==> src/verilog/uartmp_pkg.sv <==
/*
 * Shared constants for the multi-drop serial link: register map of the
 * device end, field positions, oversampling figures and frame helpers.
 * Assumes both ends and the bench import it whole.
 */
package uartmp_pkg;

    ////////////////////////////////////////////////////////////////////
    // Register offsets, one aligned 32-bit word each.
    localparam logic [11:0] ADDR_DATA = 12'h000;
    localparam logic [11:0] ADDR_CSA = 12'h004;
    localparam logic [11:0] ADDR_CSB = 12'h008;
    localparam logic [11:0] ADDR_BAUD = 12'h00C;

    // Fields of ctrl_status_a.
    localparam int CSA_AFM = 0;
    localparam int CSA_DSS = 1;
    localparam int CSA_PERR = 2;
    localparam int CSA_OVR = 3;
    localparam int CSA_FERR = 4;
    localparam int CSA_TXE = 5;
    localparam int CSA_TXC = 6;
    localparam int CSA_RXC = 7;

    // Fields of ctrl_status_b.
    localparam int CSB_RXEN = 0;
    localparam int CSB_TXEN = 1;
    localparam int CSB_CSZ = 2;
    localparam int CSB_TWO_STOP = 5;
    localparam int CSB_PAR_EN = 6;
    localparam int CSB_PAR_ODD = 7;
    localparam int CSB_TXB8 = 8;
    localparam int CSB_RXB8 = 9;

    // Reset values.
    localparam logic [9:0] CSB_RESET = 10'h00C;
    localparam logic [11:0] BAUD_RESET = 12'h000;

    ////////////////////////////////////////////////////////////////////
    // Oversampling: samples per bit and the three voting samples.
    localparam logic [3:0] SAMPLES_NORMAL = 4'h0;
    localparam logic [3:0] SAMPLES_DOUBLE = 4'h8;
    localparam logic [3:0] VOTE_FIRST_NORMAL = 4'h8;
    localparam logic [3:0] VOTE_FIRST_DOUBLE = 4'h4;
    localparam logic [3:0] VOTE_MID_NORMAL = 4'h9;
    localparam logic [3:0] VOTE_MID_DOUBLE = 4'h5;
    localparam logic [3:0] VOTE_LAST_NORMAL = 4'hA;
    localparam logic [3:0] VOTE_LAST_DOUBLE = 4'h6;
    localparam logic [2:0] CSZ_NINE = 3'h7;
    localparam int FRAME_MAX = 13;

    // Last sample number of a bit; 16 wraps to 0 in four bits.
    function automatic logic [3:0] last_sample(input logic dss);
        return dss ? SAMPLES_DOUBLE : SAMPLES_NORMAL;
    endfunction

    // Number of data bits for a character size code, 5 to 9.
    function automatic logic [3:0] data_bits(input logic [2:0] csz);
        return (csz == CSZ_NINE) ? 4'h9 : {2'b01, csz[1:0]} + 4'h1;
    endfunction

    // Serial frame, first bit in bit 0: start, data, parity, stop bits.
    function automatic logic [FRAME_MAX-1:0] build_frame(input logic [8:0] d, input logic [3:0] nb,
                                                       input logic pe, input logic odd);
        logic [FRAME_MAX-1:0] f;
        logic p;
        f = '1;
        f[0] = 1'b0;
        p = odd;
        for (int i = 0; i < 9; i++) begin
            if (i < int'(nb)) begin
                f[i + 1] = d[i];
                p = p ^ d[i];
            end
        end
        if (pe) begin
            f[nb + 4'h1] = p;
        end
        return f;
    endfunction

    // Whole frame length in bits.
    function automatic logic [3:0] frame_len(input logic [3:0] nb, input logic pe, input logic two);
        return nb + {3'b000, pe} + {3'b000, two} + 4'h2;
    endfunction

endpackage
==> src/verilog/uartmp_link_if.sv <==
/*
 * Serial link between the master end and one device end.
 * Each direction is a separate line; both idle high.
 */
`timescale 1ns/1ps

interface uartmp_link_if;
    logic m2d_line;
    logic d2m_line;

    modport dev (input m2d_line, output d2m_line);
    modport mst (output m2d_line, input d2m_line);
endinterface

==> src/verilog/uartmp_device.sv <==
/*
 * Device end of the multi-drop link: an APB-mapped transmitter and an
 * oversampling receiver with address filtering.
 * Assumes an APB master on pclk and a link partner keeping its bit rate.
 */
`timescale 1ns/1ps

module uartmp_device
    import uartmp_pkg::*;
(
    input wire logic pclk,
    input wire logic presetn,
    input wire logic psel,
    input wire logic penable,
    input wire logic pwrite,
    input wire logic [11:0] paddr,
    input wire logic [31:0] pwdata,
    output logic [31:0] prdata,
    output logic pready,
    output logic pslverr,
    uartmp_link_if.dev link
);

    typedef enum logic [1:0] {RX_IDLE, RX_START, RX_BITS, RX_STOP} uartmp_rx_state_t;

    // Register state.
    logic addr_filter_mode;
    logic double_speed_sel;
    logic [9:0] csb;
    logic [11:0] baud_divisor;
    logic rx_complete_flag;
    logic tx_complete_flag;
    logic [7:0] rx_data;
    logic rx_ninth_bit;
    logic perr;
    logic ferr;
    logic ovr;

    // Bus and decoded controls.
    logic wr_done;
    logic rd_done;
    logic hit;
    logic [31:0] rd_val;
    logic [3:0] nb;
    logic [3:0] s_last;
    logic [3:0] v_first;

    // Receiver.
    logic rx_meta;
    logic rx_sync;
    logic [11:0] baud_cnt;
    logic tick;
    uartmp_rx_state_t rx_state;
    logic [3:0] rx_samp;
    logic [1:0] votes;
    logic dec;
    logic vote;
    logic [3:0] rx_cnt;
    logic [9:0] rx_sh;
    logic [9:0] rx_val;
    logic rx_done;
    logic rx_type;
    logic rx_stop;

    // Transmitter.
    logic tx_pending;
    logic [8:0] tx_hold;
    logic tx_busy;
    logic [FRAME_MAX-1:0] tx_sh;
    logic [3:0] tx_left;
    logic [3:0] tx_samp;
    logic tx_line;

    ////////////////////////////////////////////////////////////////////
    // Decoded settings; one size code serves both directions.
    assign nb = data_bits(csb[CSB_CSZ +: 3]);
    assign s_last = last_sample(double_speed_sel);
    assign v_first = double_speed_sel ? VOTE_FIRST_DOUBLE : VOTE_FIRST_NORMAL;
    assign wr_done = psel && penable && pready && pwrite;
    assign rd_done = psel && penable && pready && !pwrite;
    assign hit = (paddr == ADDR_DATA) || (paddr == ADDR_CSA) || (paddr == ADDR_CSB) || (paddr == ADDR_BAUD);

    // Read mux.
    always_comb begin
        rd_val = 32'h0000_0000;
        case (paddr)
            ADDR_DATA: rd_val = {24'h00_0000, rx_data};
            ADDR_CSA: rd_val = {24'h00_0000, rx_complete_flag, tx_complete_flag, !tx_pending, ferr, ovr, perr,
                                double_speed_sel, addr_filter_mode};
            ADDR_CSB: rd_val = {22'h00_0000, rx_ninth_bit, csb[8:0]};
            ADDR_BAUD: rd_val = {20'h0_0000, baud_divisor};
            default: rd_val = 32'h0000_0000;
        endcase
    end

    ////////////////////////////////////////////////////////////////////
    // APB slave: pready rises one cycle after setup, so every access has no wait.
    always_ff @(posedge pclk or negedge presetn) begin
        if (!presetn) begin
            pready <= 1'b0;
            pslverr <= 1'b0;
            prdata <= 32'h0000_0000;
        end else begin
            pready <= psel && !penable;
            pslverr <= psel && !penable && !hit;
            prdata <= (psel && !penable && !pwrite) ? rd_val : 32'h0000_0000;
        end
    end

    // Control registers. Writing one to the tx flag position clears it, hence no read-modify-write.
    always_ff @(posedge pclk or negedge presetn) begin
        if (!presetn) begin
            addr_filter_mode <= 1'b0;
            double_speed_sel <= 1'b0;
            csb <= CSB_RESET;
            baud_divisor <= BAUD_RESET;
        end else if (wr_done) begin
            if (paddr == ADDR_CSA) begin
                addr_filter_mode <= pwdata[CSA_AFM];
                double_speed_sel <= pwdata[CSA_DSS];
            end
            if (paddr == ADDR_CSB) begin
                csb <= {1'b0, pwdata[8:0]};
            end
            if (paddr == ADDR_BAUD) begin
                baud_divisor <= pwdata[11:0];
            end
        end
    end

    ////////////////////////////////////////////////////////////////////
    // Line synchroniser; only the second stage is looked at.
    always_ff @(posedge pclk or negedge presetn) begin
        if (!presetn) begin
            rx_meta <= 1'b1;
            rx_sync <= 1'b1;
        end else begin
            rx_meta <= link.m2d_line;
            rx_sync <= rx_meta;
        end
    end

    // Sample tick shared by both directions.
    always_ff @(posedge pclk or negedge presetn) begin
        if (!presetn) begin
            baud_cnt <= 12'h000;
        end else begin
            baud_cnt <= tick ? baud_divisor : baud_cnt - 12'h001;
        end
    end
    assign tick = (baud_cnt == 12'h000);

    // Two-of-three vote on the stored pair and the current sample.
    assign vote = (votes[0] & votes[1]) | (votes[0] & rx_sync) | (votes[1] & rx_sync);
    assign rx_val = rx_sh >> (4'hA - nb - {3'b000, csb[CSB_PAR_EN]});

    ////////////////////////////////////////////////////////////////////
    // Receive sequencer. The frame ends right after the stop vote so an early start is caught.
    always_ff @(posedge pclk or negedge presetn) begin
        if (!presetn) begin
            rx_state <= RX_IDLE;
            rx_samp <= 4'h0;
            votes <= 2'b00;
            dec <= 1'b1;
            rx_cnt <= 4'h0;
            rx_sh <= 10'h000;
            rx_done <= 1'b0;
            rx_stop <= 1'b1;
        end else begin
            rx_done <= 1'b0;
            if (!csb[CSB_RXEN]) begin
                rx_state <= RX_IDLE;
            end else if (tick) begin
                rx_samp <= (rx_samp == s_last) ? 4'h1 : rx_samp + 4'h1;
                if (rx_samp == v_first) begin
                    votes[0] <= rx_sync;
                end
                if (rx_samp == v_first + 4'h1) begin
                    votes[1] <= rx_sync;
                end
                if (rx_samp == v_first + 4'h2) begin
                    dec <= vote;
                end
                case (rx_state)
                    RX_IDLE: begin
                        if (!rx_sync) begin
                            rx_state <= RX_START;
                            rx_samp <= 4'h2;
                        end
                    end
                    RX_START: begin
                        if (rx_samp == v_first + 4'h2 && vote) begin
                            rx_state <= RX_IDLE;
                        end else if (rx_samp == s_last) begin
                            rx_state <= RX_BITS;
                            rx_cnt <= 4'h0;
                        end
                    end
                    RX_BITS: begin
                        if (rx_samp == s_last) begin
                            rx_sh <= {dec, rx_sh[9:1]};
                            rx_cnt <= rx_cnt + 4'h1;
                            if (rx_cnt + 4'h1 == nb + {3'b000, csb[CSB_PAR_EN]}) begin
                                rx_state <= RX_STOP;
                            end
                        end
                    end
                    RX_STOP: begin
                        if (rx_samp == v_first + 4'h2) begin
                            rx_stop <= vote;
                            rx_done <= 1'b1;
                            rx_state <= RX_IDLE;
                        end
                    end
                    default: rx_state <= RX_IDLE;
                endcase
            end
        end
    end

    // Frame type: ninth bit for nine-bit frames, else the first stop bit; one means address.
    assign rx_type = (nb == 4'h9) ? rx_val[8] : rx_stop;

    // Receive buffer and flags; a new frame wins over a clearing read in the same cycle.
    always_ff @(posedge pclk or negedge presetn) begin
        if (!presetn) begin
            rx_complete_flag <= 1'b0;
            rx_data <= 8'h00;
            rx_ninth_bit <= 1'b0;
            perr <= 1'b0;
            ferr <= 1'b0;
            ovr <= 1'b0;
        end else if (!csb[CSB_RXEN]) begin
            rx_complete_flag <= 1'b0;
        end else if (rx_done && (rx_type || !addr_filter_mode)) begin
            rx_complete_flag <= 1'b1;
            rx_data <= rx_val[7:0] & ~(8'hFF << nb);
            rx_ninth_bit <= rx_val[8] && (nb == 4'h9);
            ferr <= !rx_stop;
            perr <= csb[CSB_PAR_EN] && (^(rx_val[8:0] & ~(9'h1FF << nb)) ^ rx_val[nb] ^ csb[CSB_PAR_ODD]);
            ovr <= rx_complete_flag && !(rd_done && paddr == ADDR_DATA);
        end else if (rd_done && paddr == ADDR_DATA) begin
            rx_complete_flag <= 1'b0;
        end
    end

    ////////////////////////////////////////////////////////////////////
    // Transmit holding register, written over the bus.
    always_ff @(posedge pclk or negedge presetn) begin
        if (!presetn) begin
            tx_pending <= 1'b0;
            tx_hold <= 9'h000;
        end else if (wr_done && paddr == ADDR_DATA && !tx_pending) begin
            tx_pending <= 1'b1;
            tx_hold <= {csb[CSB_TXB8], pwdata[7:0]};
        end else if (tx_pending && !tx_busy && tick && csb[CSB_TXEN]) begin
            tx_pending <= 1'b0;
        end
    end

    // Transmit shifter; it never looks at the filter bit.
    always_ff @(posedge pclk or negedge presetn) begin
        if (!presetn) begin
            tx_busy <= 1'b0;
            tx_sh <= '1;
            tx_left <= 4'h0;
            tx_samp <= 4'h0;
            tx_line <= 1'b1;
        end else if (tx_pending && !tx_busy && tick && csb[CSB_TXEN]) begin
            tx_busy <= 1'b1;
            tx_sh <= build_frame(tx_hold, nb, csb[CSB_PAR_EN], csb[CSB_PAR_ODD]);
            tx_left <= frame_len(nb, csb[CSB_PAR_EN], csb[CSB_TWO_STOP]);
            tx_samp <= 4'h1;
            tx_line <= 1'b0;
        end else if (tx_busy && tick) begin
            tx_samp <= (tx_samp == s_last) ? 4'h1 : tx_samp + 4'h1;
            if (tx_samp == s_last) begin
                tx_sh <= {1'b1, tx_sh[FRAME_MAX-1:1]};
                tx_line <= tx_sh[1];
                tx_left <= tx_left - 4'h1;
                if (tx_left == 4'h1) begin
                    tx_busy <= 1'b0;
                    tx_line <= 1'b1;
                end
            end
        end
    end
    assign link.d2m_line = tx_line;

    // Transmit complete: set at the end of the last stop bit with nothing queued; the set wins.
    always_ff @(posedge pclk or negedge presetn) begin
        if (!presetn) begin
            tx_complete_flag <= 1'b0;
        end else if (tx_busy && tick && tx_samp == s_last && tx_left == 4'h1 && !tx_pending) begin
            tx_complete_flag <= 1'b1;
        end else if (wr_done && paddr == ADDR_CSA && pwdata[CSA_TXC]) begin
            tx_complete_flag <= 1'b0;
        end
    end

endmodule

==> src/flat_wrapper.sv <==
// flat-port wrapper written by rule: the top's interface ports become plain ports
module uartmp_device_flat import uartmp_pkg::*;
  (pclk, presetn, psel, penable, pwrite, paddr, pwdata, prdata, pready, pslverr, link_m2d_line, link_d2m_line);
  uartmp_link_if link_i ();
  input wire logic pclk;
  input wire logic presetn;
  input wire logic psel;
  input wire logic penable;
  input wire logic pwrite;
  input wire logic [11:0] paddr;
  input wire logic [31:0] pwdata;
  output logic [31:0] prdata;
  output logic pready;
  output logic pslverr;
  input wire logic [$bits(link_i.m2d_line)-1:0] link_m2d_line;
  output wire logic [$bits(link_i.d2m_line)-1:0] link_d2m_line;
  assign link_i.m2d_line = link_m2d_line;
  assign link_d2m_line = link_i.d2m_line;
  uartmp_device u_core (.pclk(pclk), .presetn(presetn), .psel(psel), .penable(penable), .pwrite(pwrite), .paddr(paddr), .pwdata(pwdata), .prdata(prdata), .pready(pready), .pslverr(pslverr), .link(link_i));
endmodule
==> config.mk <==
export PLATFORM = sky130hd
export DESIGN_NAME = uartmp_device_flat
export DESIGN_NICKNAME = d
export VERILOG_FILES = /design/src/verilog/uartmp_pkg.sv /design/src/verilog/uartmp_link_if.sv /design/src/verilog/uartmp_device.sv /design/src/flat_wrapper.sv
export SDC_FILE = /design/constraint.sdc
export NUM_CORES = 1
export LEC_CHECK = 0
export BUFFER_PORTS_ARGS = -buffer_cell sky130_fd_sc_hd__buf_4
export CORE_MARGIN = 4
export CORE_UTILIZATION = 59
export CTS_CLUSTER_SIZE = 8
export DETAILED_ROUTE_END_ITERATION = 10
export HOLD_SLACK_MARGIN = 0.08
export PLACE_DENSITY = 0.85
export SYNTH_ARGS = -nofsm -noshare
export SYNTH_HDL_FRONTEND = slang
export SYNTH_SLANG_ARGS = --single-unit
==> constraint.sdc <==
create_clock -name pclk -period 4.7 [get_ports pclk]
set_input_delay 0.705 -clock pclk [delete_from_list [all_inputs] [get_ports pclk]]
set_output_delay 0.705 -clock pclk [all_outputs]
set_load 0.05 [all_outputs]
==> impl.org <==
** Critical path
- CP required :: 5.01 ns
- The most numerous cell type found on the critical path is ha_1.
- End of the worst register-to-register path :: u_core.perr$_DFFE_PN0P_
- Crit path DAT :: 4.47 ns
- The number of cells on the worst reg-to-reg path is 13.
- Worst flop-to-flop path startpoint :: u_core.csb[2]$_DFFE_PN1P_
- Setup crit start kind :: register
- Of all nets on the critical path, the largest fanout is 16.
- Slowest stage delay, CP :: 0.66 ns
- Slowest library cell on the worst path :: fa_1
- Traced cell by cell, the critical path runs through ha_1 -> a21bo_2 -> inv_1 -> ha_1 -> fa_1 -> buf_4 -> mux4_2 -> and2_1 -> or3_1 -> o311a_1 -> a31oi_1 -> xnor3_1 -> o31ai_2.
- The worst register-to-register path has a setup slack of 0.54 ns.
- Worst setup EP type :: register
- Critical Path Source :: u_core.csb[2]$_DFFE_PN1P_
- The critical path is of the register to register type.

** Synth
- Summed instance area of the synthesized netlist :: 7040 µm²
- Primary FF master, synth :: dfrtp_1
- The share of the Yosys chip area taken by registers is 43.7%.
- Averaged over all synthesized cells, the footprint is 9.81 µm².
- In the post-synthesis netlist, the cell with the most instances is dfrtp_1.
- For this run, asynchronously set or reset flops after synthesis account for 100%.
- In the synthesized netlist, the cells that appear most often are dfrtp_1, nand2_1, o21ai_0.
- #FFs+latches synth :: 122
- Top-area cell type share of the netlist area :: 36.6%
- dfrtp_1 takes more of the synthesized area than any other cell.
- Synthesis produced 718 cells.
- Count of cell types in the netlist :: 73
- EDFF count, synth :: 0
- Cells taking the most area after synthesis :: dfrtp_1, dfstp_2, mux2_2
- Syn. warnings :: 0

** Route
- The first routing iteration left 711 violations.
- After detailed routing, the number of vias per cell comes to 6.22.
- The count of nets left with antenna violations once routing finished came out at 0.
- The first detailed-routing pass ran for 5 iterations.
- Summing over every cut layer, the via total after detailed routing is 5677.
- The routed design has 17900 µm of wire.
- Dividing the detail-routed wire length by the instance count gives 19.6 µm.
- Post-route DRC violation count :: 0

** Finish
- 0 antenna diodes ended up in the layout.
- Growth of design area from synthesis to finish :: 13.7%
- Final net count :: 832
- Of the cells placed in the final design, the portion with a size suffix greater than 1 is 20.0%.

** Power and ir drop
- Flop pwr share :: 42.1%
- Portion of total power attributed to the clock network :: 49.1%
- Internal portion of total power :: 2.07 mW
- Relative contribution of combinational cells to total power :: 8.7%
- Worst-case vdd ir drop :: 0.256 mV
- Summed over all cells, the static leakage comes to 3.66 nW.
- In this run switching power makes up 24.8% of total power.
- Net Switching :: 0.680 mW
- Dividing total power by cell area gives a power density of 343 nW/µm².

** Clock network
- Clock tree root driver cell :: clkbuf_16
- Total clock sinks :: 122
- Post-cts gate resize count :: 0
- Number of clock buffers inserted by TritonCTS :: 17
- CTS tree :: done
- In this run, post-CTS hold repair placed 0 buffers.
- Clock buffer depth :: 2
- Number of buffers inserted to repair setup after CTS :: 0
- H-tree levels :: 4
- Clock latency on the worst-skew pair, taken at its later pin, is 0.42 ns.
- After clock tree synthesis, the clock-pin slew on the worst setup and hold paths is 0.06 ns.

** Min path
- The path class of the tightest hold or removal check is input pin to asynchronous set/reset pin.

** Flow run
- Across the run, the number of max-cap violations was 0.

** Global route
- The initial antenna violation count was 0.
- Global routing met3 resource utilization :: 6.53%
- First-pass GRT wire length :: 28600 µm
- Busiest layer in global routing :: met2
- For this run, the total global-route usage over all layers was measured as 27.1%.
- The via count of the first global-routing pass was 5630.
- Entering global routing, the biggest net connects 61 pins.
- Met1 demand-to-capacity share in global routing :: 34.3%
- Leftover overflow at the end of global routing :: 0
- For this run, global-route usage on met2 was measured as 45.4%.

** Place
- Dpl hpwl :: 12200 µm
- PortBufs :: 44
- At the end of routability-driven placement, the weighted congestion stood at 0.919.
- Worst slack, placed :: 0.584 ns

** Timing
- Total count of max-transition violations in the final report :: 0
- Counting I/O delays and the setup requirement, the final critical path takes 4.16 ns.
- Final Skew :: 0.00810 ns
- Setup repair after global routing left no endpoint under its margin.
- Setup total negative slack on the finished layout was measured at 0 ns.
- At the pin with the least slew margin, the transition time is 0.834 ns.
- Maximum operating frequency :: 240 MHz
- # setup viols final :: 0
- The final number of hold-violating endpoints was 0.
- Dividing the final minimum period by the clock period gives 88.5%.
- Final setup slack of the worst path :: 0.540 ns
- Headroom to the max-slew limit came out at 44.4%.

** Floorplanning
- The floorplan step defined a core boundary enclosing 11600 µm².
- After floorplanning, the core was divided into 39 placement rows.
- During I/O placement, the number of pins put on the boundary was 85.
- From left edge to right edge, the die measures 117 µm.
- For this configuration, the core starts out at a cell density of 60.9%.
- The die is 117 µm tall.
- The die covers 13700 µm².

** Outcome
- Run status :: finished, final reports clean
## kinds of logic (layout without fill, tap and decap cells)
logic type	after synthesis	after routing	synth area share (%)
adder cells (fa/ha/maj)	26	26	4.80
XOR/XNOR	30	30	4.73
AND/OR/NAND/NOR	243	243	17.3
other	1	20	0.0532
multiplexers	57	57	9.68
AO/OA/AOI/OAI	156	156	13.8
buffers and inverters	83	116	5.95
flip-flops	122	122	43.7
## layout by cell type, fill, tap and decap left out, types with 11 or more instances in the layout
cell type  count
nand2_1       98
mux2_2        39
a22oi_1       19
inv_1         31
dfrtp_1      103
dfstp_2       19
ha_1          23
mux2i_1       13
o21ai_0       51
clkbuf_16     17
nor3_1        18
nand3_1       13
a21oi_1       35
nor2b_1       11
xnor2_1       17
nor2_1        39
conb_1        20
buf_4         53
## how the worst max path moves through the flow
| stage | end | slack [ns] | cells after the start |
|---|---|---|---|
| floorplan | u_core.perr$_DFFE_PN0P_ | 0.51 | 14 |
| global placement | u_core.perr$_DFFE_PN0P_ | 0.66 | 13 |
| detailed placement | u_core.perr$_DFFE_PN0P_ | 0.58 | 13 |
| CTS | u_core.perr$_DFFE_PN0P_ | 0.54 | 13 |
| global route | u_core.perr$_DFFE_PN0P_ | 0.32 | 13 |
| finish | u_core.perr$_DFFE_PN0P_ | 0.54 | 13 |
## registers in the layout, indices dropped and copies added (netlist names), 2 cells and up
| name | cells |
|---|---|
| u_core.rx_state | 2 |
| u_core.rx_data | 8 |
| u_core.baud_cnt | 12 |
| u_core.rx_sh | 10 |
| u_core.tx_sh | 12 |
| u_core.tx_hold | 9 |
| u_core.tx_left | 4 |
| u_core.rx_cnt | 4 |
| u_core.votes | 2 |
| u_core.tx_samp | 4 |
| u_core.csb | 9 |
| u_core.rx_samp | 4 |
| u_core.prdata | 12 |
| u_core.baud_divisor | 12 |
## area by class of cell
class	count	area, µm²
Multi-Input combinational cell	532	3620
Fill cell	791	3560
Sequential cell	122	3080
Clock buffer	21	470
Timing Repair Buffer	53	398
Tap cell	143	179
Clock inverter	11	145
Inverter	31	116
## power by group through the flow
stage	sequential, mW	clock [mW]	combinational, mW
2_1_floorplan	1.17	0	0.172
3_3_place_gp	1.17	0	0.225
3_5_place_dp	1.17	0	0.236
4_1_cts	1.16	1.35	0.238
5_1_grt	1.16	1.41	0.264
6_report	1.16	1.35	0.239
## critical path, delay by kind of cell (launching register included)
| kind | cells | cell delay, ns |
|---|---|---|
| XOR/XNOR | 1 | 0.45 |
| adder cells (fa/ha/maj) | 3 | 1.07 |
| multiplexers | 1 | 0.31 |
| AND/OR/NAND/NOR | 2 | 0.51 |
| flip-flops | 1 | 0.64 |
| buffers and inverters | 2 | 0.31 |
| AO/OA/AOI/OAI | 4 | 0.75 |
## metal layers
layer	vias up	part of all wire [%]
met2	201	51
li1	2599	-
met4	0	2.4
met5	-	0
met1	2835	41
met3	42	5.6
## through the flow
step / hold WS (ns) / area (µm²) / power (mW) / instances / utilization (%)
6_report: 0.206 / 8010 / 2.75 / 913 / 69.3
2_1_floorplan: 0.345 / 7110 / 1.34 / 737 / -
4_1_cts: 0.202 / 8010 / 2.75 / 913 / 69.3
3_5_place_dp: 0.351 / 7390 / 1.41 / 881 / 63.9
3_3_place_gp: 0.350 / 7390 / 1.39 / 881 / 63.9
5_1_grt: 0.221 / 8010 / 2.84 / 913 / 69.3
Power figures use the tool's default switching activity.
